[src/inc/rsd_pkg.sv]
// Package of constants and carrier types for the shared-memory transfer port
// Overview of operation
// - Data bus 16 bits, two-way, released otherwise
// - Device drives 16-bit memory address, three-state
// - Low three address lines carry register index
// - Assert bus request before any memory transfer
// - Grant counts only while access enable high
// - Enable low floats pins, blocks access cycles
// - Address valid strobe low while address valid
// - Read strobe low during memory fetch cycles
// - Store strobe low during memory store cycles
package rsd_pkg;

  // ****************************************
  // Widths and sizes
  // ****************************************
  localparam int DATA_W     = 16;
  localparam int ADDR_W     = 16;
  localparam int REG_IDX_W  = 3;
  localparam int FIFO_DEPTH = 8;

  // ****************************************
  // Timing (ns) and derived cycle counts
  // ****************************************
  localparam int CLK_PERIOD_NS   = 5;
  localparam int STROBE_NS       = 10;  // Least width of read/store strobe
  localparam int STROBE_CYCLES   = (STROBE_NS + CLK_PERIOD_NS - 1) / CLK_PERIOD_NS;
  localparam logic [3:0] STROBE_CNT_W = 4'(STROBE_CYCLES);

  // ****************************************
  // Carrier types
  // ****************************************
  // One memory transfer request from the protocol engine side
  typedef struct packed {
    logic              write;   // 1: store into host memory, 0: fetch
    logic [ADDR_W-1:0] addr;
    logic [DATA_W-1:0] data;
  } rsd_xfer_s;

  // Host register access seen by the device
  typedef struct packed {
    logic                 rd;
    logic                 wr;
    logic [REG_IDX_W-1:0] idx;
    logic [DATA_W-1:0]    data;
  } rsd_regacc_s;

  // Transfer state machine, one-hot
  typedef enum logic [4:0] {
    ST_IDLE    = 5'h01,
    ST_REQ     = 5'h02,
    ST_ADDR    = 5'h04,
    ST_STROBE  = 5'h08,
    ST_RELEASE = 5'h10
  } rsd_state_e;

endpackage : rsd_pkg

[src/hw/rsd_dma_port.sv]
// Shared-memory bus-master transfer port with host register index capture
`timescale 1ns/1ps
module rsd_dma_port (
  input  wire logic                     i_mclk,
  input  wire logic                     i_reset,
  // Transfer requests from the protocol engine
  input  wire logic                     i_xfer_valid,
  output      logic                     o_xfer_ready,
  input  wire rsd_pkg::rsd_xfer_s       i_xfer,
  // Fetched words back to the protocol engine
  output      logic                     o_rdata_valid,
  output      logic [rsd_pkg::DATA_W-1:0] o_rdata,
  output      logic                     o_busy,
  // Bus arbitration
  output      logic                     o_bus_request_n,
  input  wire logic                     i_bus_grant_n,
  input  wire logic                     i_bus_access_enable,
  // Shared address bus, low three bits two-way
  output      logic [rsd_pkg::ADDR_W-1:0] o_shared_addr,
  output      logic [rsd_pkg::ADDR_W-1:0] o_shared_addr_oe,
  input  wire logic [rsd_pkg::REG_IDX_W-1:0] i_shared_addr_lo,
  // Shared data bus
  input  wire logic [rsd_pkg::DATA_W-1:0] i_shared_data,
  output      logic [rsd_pkg::DATA_W-1:0] o_shared_data,
  output      logic                     o_shared_data_oe,
  // Three-state memory strobes
  output      logic                     o_addr_valid_n,
  output      logic                     o_addr_valid_oe,
  output      logic                     o_ram_read_strobe_n,
  output      logic                     o_ram_read_strobe_oe,
  output      logic                     o_ram_store_strobe_n,
  output      logic                     o_ram_store_strobe_oe,
  // Host register access pins
  input  wire logic                     i_chip_select_n,
  input  wire logic                     i_reg_read_n,
  input  wire logic                     i_reg_store_n,
  output      logic                     o_reg_access_valid,
  output      rsd_pkg::rsd_regacc_s     o_reg_access
);

  // ****************************************
  // Theory of operation
  // ****************************************
  // A transfer request waits in the buffer until the port is idle and
  // the host has enabled access. The port then lowers its request and
  // waits for a grant that counts only while access is enabled.
  // One granted cycle runs: a single clock with the address and its
  // valid strobe out, then the fetch or store strobe for a fixed
  // number of clocks, then one clock with every pin released.
  // A fetched word is taken at the last strobe edge and handed back
  // the clock after, together with a one-cycle valid pulse.
  // Dropping the access enable in mid-cycle floats the pins at once,
  // combinationally, because the host may already be driving the bus.
  // The entry stays at the head of the buffer and is simply retried,
  // so no transfer is lost; the price is that a store whose strobe
  // was cut short may be written a second time with the same word.
  // The grant is taken to stay low until the address strobe has
  // returned high; the port does not watch for an early withdrawal.
  // Register accesses from the host are only captured here: the index
  // on the low address lines, the strobes and the data word are
  // registered for the register file, which lives elsewhere.
  // Captures are suppressed while the port itself drives the bus,
  // since the low address lines then carry the memory address.
  // Limitation: one transfer at a time, at least six clocks apiece,
  // plus whatever the host spends before granting.

  // ****************************************
  // Request buffer
  // ****************************************
  logic              fifo_valid;
  logic              fifo_ready;
  rsd_pkg::rsd_xfer_s fifo_data;

  // Back-pressure reaches the engine through o_xfer_ready
  rsd_fifo #(
    .WIDTH ($bits(rsd_pkg::rsd_xfer_s)),
    .DEPTH (rsd_pkg::FIFO_DEPTH)
  ) u_fifo (
    .i_mclk      (i_mclk),
    .i_reset     (i_reset),
    .i_in_valid  (i_xfer_valid),
    .o_in_ready  (o_xfer_ready),
    .i_in_data   (i_xfer),
    .o_out_valid (fifo_valid),
    .i_out_ready (fifo_ready),
    .o_out_data  (fifo_data)
  );

  // ****************************************
  // Transfer state machine
  // ****************************************
  rsd_pkg::rsd_state_e state_q, state_d;
  rsd_pkg::rsd_xfer_s  cur_q;
  logic [3:0]          cnt_q;
  logic [rsd_pkg::DATA_W-1:0] rdata_q;
  logic                rvalid_q;

  // State decode shared by the counter, pop and pin logic
  wire st_idle   = (state_q == rsd_pkg::ST_IDLE);
  wire st_req    = (state_q == rsd_pkg::ST_REQ);
  wire st_addr   = (state_q == rsd_pkg::ST_ADDR);
  wire st_strobe = (state_q == rsd_pkg::ST_STROBE);

  wire grant   = ~i_bus_grant_n & i_bus_access_enable;
  wire enable  = i_bus_access_enable;
  // Last strobe clock; the counter runs only in the strobe state
  wire cnt_end = (cnt_q == rsd_pkg::STROBE_CNT_W - 4'h1);
  wire in_cyc  = st_addr | st_strobe;

  // Next state; enable low aborts a cycle back to request, then to idle, so no cycle runs unenabled
  always_comb begin
    state_d = state_q;
    case (state_q)
      rsd_pkg::ST_IDLE: begin
        if (fifo_valid && enable) state_d = rsd_pkg::ST_REQ;
      end
      rsd_pkg::ST_REQ: begin
        if (!enable) begin
          state_d = rsd_pkg::ST_IDLE;
        end else if (grant) begin
          state_d = rsd_pkg::ST_ADDR;
        end
      end
      rsd_pkg::ST_ADDR: begin
        state_d = enable ? rsd_pkg::ST_STROBE : rsd_pkg::ST_REQ;
      end
      rsd_pkg::ST_STROBE: begin
        if (!enable) begin
          state_d = rsd_pkg::ST_REQ;
        end else if (cnt_end) begin
          state_d = rsd_pkg::ST_RELEASE;
        end
      end
      rsd_pkg::ST_RELEASE: state_d = rsd_pkg::ST_IDLE;
      default:             state_d = rsd_pkg::ST_IDLE;
    endcase
  end

  // Entry popped only when the cycle completed
  assign fifo_ready = st_strobe & enable & cnt_end;

  // State, strobe counter and current entry
  always_ff @(posedge i_mclk or posedge i_reset) begin
    if (i_reset) begin
      state_q <= rsd_pkg::ST_IDLE;
      cnt_q   <= 4'h0;
      cur_q   <= '0;
    end else begin
      state_q <= state_d;
      cnt_q   <= st_strobe ? cnt_q + 4'h1 : 4'h0;
      if (st_idle) cur_q <= fifo_data;
    end
  end

  // Fetched word captured at the trailing strobe edge
  always_ff @(posedge i_mclk or posedge i_reset) begin
    if (i_reset) begin
      rdata_q  <= '0;
      rvalid_q <= 1'b0;
    end else begin
      rvalid_q <= fifo_ready & ~cur_q.write;
      if (fifo_ready && !cur_q.write) rdata_q <= i_shared_data;
    end
  end
  assign o_rdata_valid = rvalid_q;
  assign o_rdata       = rdata_q;
  assign o_busy        = ~st_idle;

  // ****************************************
  // Pin drive
  // ****************************************
  // request held from before the cycle until it ends
  // request dropped after the strobe cycle
  assign o_bus_request_n = ~(st_req | in_cyc);

  // Enables and strobes come straight from the state register and the
  // enable pin, so a withdrawn enable floats the pins in the same clock
  // everything floats while enable is low
  wire drive = in_cyc & enable;
  wire strb  = st_strobe;

  // full address driven, low lines released otherwise for host index
  assign o_shared_addr    = cur_q.addr;
  assign o_shared_addr_oe = {rsd_pkg::ADDR_W{drive}};
  // address valid throughout the driven cycle
  assign o_addr_valid_n   = ~drive;
  assign o_addr_valid_oe  = drive;
  assign o_ram_read_strobe_n   = ~(strb & ~cur_q.write);
  assign o_ram_read_strobe_oe  = drive;
  assign o_ram_store_strobe_n  = ~(strb & cur_q.write);
  assign o_ram_store_strobe_oe = drive;
  assign o_shared_data    = cur_q.data;
  assign o_shared_data_oe = drive & cur_q.write;
  // grant is taken as held until address strobe returns high

  // ****************************************
  // Host register access capture
  // ****************************************
  // select with read or store strobe; low address lines give index
  wire reg_hit = ~i_chip_select_n & (~i_reg_read_n | ~i_reg_store_n);
  // Register access word as seen on the pins this clock
  wire rsd_pkg::rsd_regacc_s reg_word = '{rd: ~i_reg_read_n, wr: ~i_reg_store_n,
                                          idx: i_shared_addr_lo, data: i_shared_data};
  always_ff @(posedge i_mclk or posedge i_reset) begin
    if (i_reset) begin
      o_reg_access_valid <= 1'b0;
      o_reg_access       <= '0;
    end else begin
      o_reg_access_valid <= reg_hit & ~drive;
      o_reg_access       <= reg_word;
    end
  end
endmodule : rsd_dma_port

[src/hw/rsd_fifo.sv]
// Parameterised valid/ready FIFO held in flip-flops
`timescale 1ns/1ps
module rsd_fifo #(
  parameter int WIDTH = 8,
  parameter int DEPTH = 8
) (
  input  wire logic             i_mclk,
  input  wire logic             i_reset,
  input  wire logic             i_in_valid,
  output      logic             o_in_ready,
  input  wire logic [WIDTH-1:0] i_in_data,
  output      logic             o_out_valid,
  input  wire logic             i_out_ready,
  output      logic [WIDTH-1:0] o_out_data
);
  localparam int PW = $clog2(DEPTH);

  logic [WIDTH-1:0] mem_q [DEPTH];
  logic [PW-1:0]    wr_q;
  logic [PW-1:0]    rd_q;
  logic [PW:0]      cnt_q;
  wire              push = i_in_valid & o_in_ready;
  wire              pop  = o_out_valid & i_out_ready;

  // Honest flags from the fill count
  assign o_in_ready  = (cnt_q != (PW+1)'(DEPTH));
  assign o_out_valid = (cnt_q != '0);
  assign o_out_data  = mem_q[rd_q];

  // Pointers and count
  always_ff @(posedge i_mclk or posedge i_reset) begin
    if (i_reset) begin
      wr_q  <= '0;
      rd_q  <= '0;
      cnt_q <= '0;
    end else begin
      if (push) wr_q <= (wr_q == PW'(DEPTH-1)) ? '0 : wr_q + 1'b1;
      if (pop)  rd_q <= (rd_q == PW'(DEPTH-1)) ? '0 : rd_q + 1'b1;
      cnt_q <= cnt_q + (PW+1)'(push) - (PW+1)'(pop);
    end
  end

  // Storage, written without reset
  always_ff @(posedge i_mclk) begin
    if (push) mem_q[wr_q] <= i_in_data;
  end
endmodule : rsd_fifo

[config.mk]
export PLATFORM = sky130hd
export DESIGN_NAME = rsd_dma_port
export DESIGN_NICKNAME = d
export VERILOG_FILES = /design/src/inc/rsd_pkg.sv /design/src/hw/rsd_dma_port.sv /design/src/hw/rsd_fifo.sv
export SDC_FILE = /design/constraint.sdc
export NUM_CORES = 1
export LEC_CHECK = 0
export BUFFER_PORTS_ARGS = -buffer_cell sky130_fd_sc_hd__buf_4
export CAP_MARGIN = 20
export CORE_ASPECT_RATIO = 1.5
export CORE_UTILIZATION = 55
export CTS_CLUSTER_DIAMETER = 60
export DETAILED_ROUTE_END_ITERATION = 8
export GPL_ROUTABILITY_DRIVEN = 0
export GPL_TIMING_DRIVEN = 0
export PLACE_DENSITY = 0.76
export SYNTH_ARGS = -nofsm -noshare
export SYNTH_HDL_FRONTEND = slang
export SYNTH_SLANG_ARGS = --single-unit
export TNS_END_PERCENT = 10
[constraint.sdc]
create_clock -name i_mclk -period 5 [get_ports i_mclk]
set_input_delay 0 -clock i_mclk [delete_from_list [all_inputs] [get_ports i_mclk]]
set_output_delay 0 -clock i_mclk [all_outputs]
set_load 0.05 [all_outputs]
==> impl_metrics.json <==
{
  "status": "finished, final reports clean",
  "cpMaxStageDelayCell": "nor4_2",
  "dieWidth_um": 132,
  "chipHeight_um": 197,
  "routed_wl_mm": 29.6,
  "yosysTopAreaCell": "edfxtp_1",
  "dp_cells": 1365,
  "synth_edf_count": 264,
  "finalPower_mw": 8.35,
  "start_util_pct": 56.5,
  "synthTopCellsByCount": "edfxtp_1 (264), mux2i_1 (132), dfrtp_1 (90), nand2_1 (74), a22oi_1 (66)",
  "yosysWarnings": 0,
  "gr-usage-all-layers_pct": 23.3,
  "max_freq_mhz": 362,
  "via_per_inst": 5.48,
  "coreArea_um2": 24600,
  "synth_area_leaders": "edfxtp_1 (57%), dfrtp_1 (16%), mux2i_1 (9.5%), a22oi_1 (3.6%), buf_4 (2.7%)",
  "synth_ff_type": "edfxtp_1",
  "crit_fanout": 9,
  "clock_sink_count": 355,
  "fin_area_um2": 17500,
  "placed_area_um2": 15800,
  "ys_seq_elements": 355,
  "peakVddDrop_mv": 0.384,
  "hold_violations": 0,
  "cts_tree": "done",
  "drive_above_1_share_pct": 28.8,
  "die-area_um2": 25900,
  "finClkSkew_ps": 14.3,
  "grt_overflow": 0,
  "async_reset_ff_share_pct": 25.6,
  "cts_max_path_buffers": 3,
  "period_share_pct": 55.2,
  "nets": 1207,
  "power.density_nw_per_um2": 478,
  "clkTransAtPathRegs_ps": 70,
  "critPathLaunchType": "register",
  "clockRootBuffer": "clkbuf_16",
  "antenna_found_initial": 0,
  "rows": 70,
  "grt_pass1_wl_mm": 45.8,
  "period_minus_slack_ps": 2760,
  "crit_path_max_incr_delay_ps": 770,
  "cts_buffers": 30,
  "final_cells": 1482,
  "cp_top_family": "simple AND/OR/NAND/NOR gates",
  "setup_violations": 0,
  "syn_area_um2": 13900,
  "syn_nets": 936,
  "fin_hold_ws_ps": 88.8,
  "dp_hpwl_mm": 19.3,
  "diodes": 0,
  "cts_max_level": 1,
  "clock_latency_ps": 570,
  "synth_cell_types": 36,
  "crit_arrival_ps": 3030,
  "critPathBufInv": 4,
  "drt_first_pass_iters": 6,
  "setup_ws_ps": 2240,
  "syn_avg_cell_area_um2": 16.1,
  "syn2layout_area_growth_pct": 25.6,
  "slew_violations": 0,
  "grt_max_degree": 68,
  "place_ws_ps": 2290,
  "crit_path_end_kind": "register",
  "grt_pass1_vias": 8371,
  "vias": 8126,
  "synth_cells": 863,
  "antenna_left": 0,
  "drc": 0,
  "maxCapViolations": 0,
  "required_ps": 5270,
  "wl_per_cell_um": 20.0,
  "dr.first_iter.drc_count": 376,
  "io_pins": 157,
  "path_common_cell": "buf_4",
  "tightestPinTransition_ps": 931,
  "min_path_type": "in -> reg",
  "slew_headroom_pct": 37.4,
  "numPortBuffers": 156,
  "synth_top_area_share_pct": 57.0,
  "rsz0062_at_grt": "no",
  "p_leak_nw": 6.72,
  "synth_most_common_cell": "edfxtp_1",
  "seq_area_frac_synth_pct": 73.4,
  "crit_path_cell_trace": "inv_1, ha_1, or3b_2, nand2_1, nor4_2, buf_4, buf_4, buf_4",
  "critPathKind": "reg -> reg",
  "cts_setup_buffers": 0
}
==> power breakdown <==
group	switching (mW)	internal [mW]	leakage (nW)
logic	1.35	0.714	2.67
clock network	1.03	1.36	0.517
registers	0.202	3.69	3.54
total	2.58	5.77	6.72
==> cells in the final DEF, fill, tap and decap left out, drive strengths merged, types with 3 or more instances in the layout <==
| master | count |
|---|---|
| a22oi | 66 |
| edfxtp | 264 |
| a21oi | 3 |
| xor2 | 3 |
| buf | 246 |
| nor3 | 8 |
| nand2 | 74 |
| o21ai | 36 |
| mux2 | 20 |
| nand3 | 3 |
| nand2b | 4 |
| clkbuf | 60 |
| a21o | 3 |
| dfrtp | 90 |
| inv | 17 |
| clkinv | 10 |
| dlygate4sd3 | 61 |
| nor2b | 7 |
| mux2i | 132 |
| and2 | 4 |
| ha | 12 |
| nor2 | 17 |
==> through the flow <==
stage | util (%) | setup TNS [ps]
6_report | 71.0 | 0
2_1_floorplan | - | 0
3_3_place_gp | 62.9 | -208750
5_1_grt | 71.0 | 0
4_1_cts | 71.0 | 0
3_5_place_dp | 64.3 | 0
==> registers in the layout (all words and copies together) (netlist names) <==
register and flops:
u_fifo.mem_q 264, u_fifo.cnt_q 4, o_rdata 16, o_shared_addr 16, cur_q 1, o_reg_access_valid 1, cnt_q 4, o_shared_data 16
o_rdata_valid 1, u_fifo.wr_q 3, u_fifo.rd_q 3, o_reg_access 21, state_q 5
==> kinds of logic after synthesis <==
family          synth area share, %
compound gates                 5.30
xor+xnor                      0.252
fa+ha+maj                      1.22
buf+inv                        4.34
flops                          73.4
mux                            11.4
simple gates                   4.13
==> final cells by class <==
class	instances	area, um^2
Sequential cell	355	10200
Fill cell	1544	7150
Multi-Input combinational cell	405	3150
Timing Repair Buffer	239	2070
Clock buffer	40	895
Buffer	88	547
Tap cell	324	405
Clock inverter	16	138
Inverter	15	58.8
==> repair_timing <==
action                                 CTS  global route
hold buffers                            61             0
endpoints found under the hold margin  400             0
resized for setup                        0             0
==> metal layers <==
metal  vias up  global-route usage, %  share of wire, %
met5         -                      0                 0
met2       320                   44.0                54
met4         0                   8.27               2.5
met1      4039                   27.0                38
met3        53                   3.19               5.6
li1       3714                      -                 -
==> final timing paths <==
| kind | startpoint | depth (start not counted) | endpoint | slack [ps] |
|---|---|---|---|---|
| worst max-delay path | u_fifo.cnt_q[2]$_DFF_PP0_ | 8 | u_fifo.mem_q[0][19]$_DFFE_PP_ | 2240 |
| worst min-delay path | i_shared_addr_lo[0] | 2 | o_reg_access[16]$_DFF_PP0_ | 90 |
| worst max register to register | u_fifo.cnt_q[2]$_DFF_PP0_ | 8 | u_fifo.mem_q[0][19]$_DFFE_PP_ | 2240 |
| worst min register to register | o_shared_addr[8]$_DFFE_PP0N_ | 2 | o_shared_addr[8]$_DFFE_PP0N_ | 480 |
| max in group asynchronous | i_reset | 5 | state_q[0]$_DFFE_PP1P_ | 3680 |
| min in group asynchronous | i_reset | 4 | o_reg_access[3]$_DFF_PP0_ | 610 |
No activity file was read; power rests on OpenSTA's default activity.
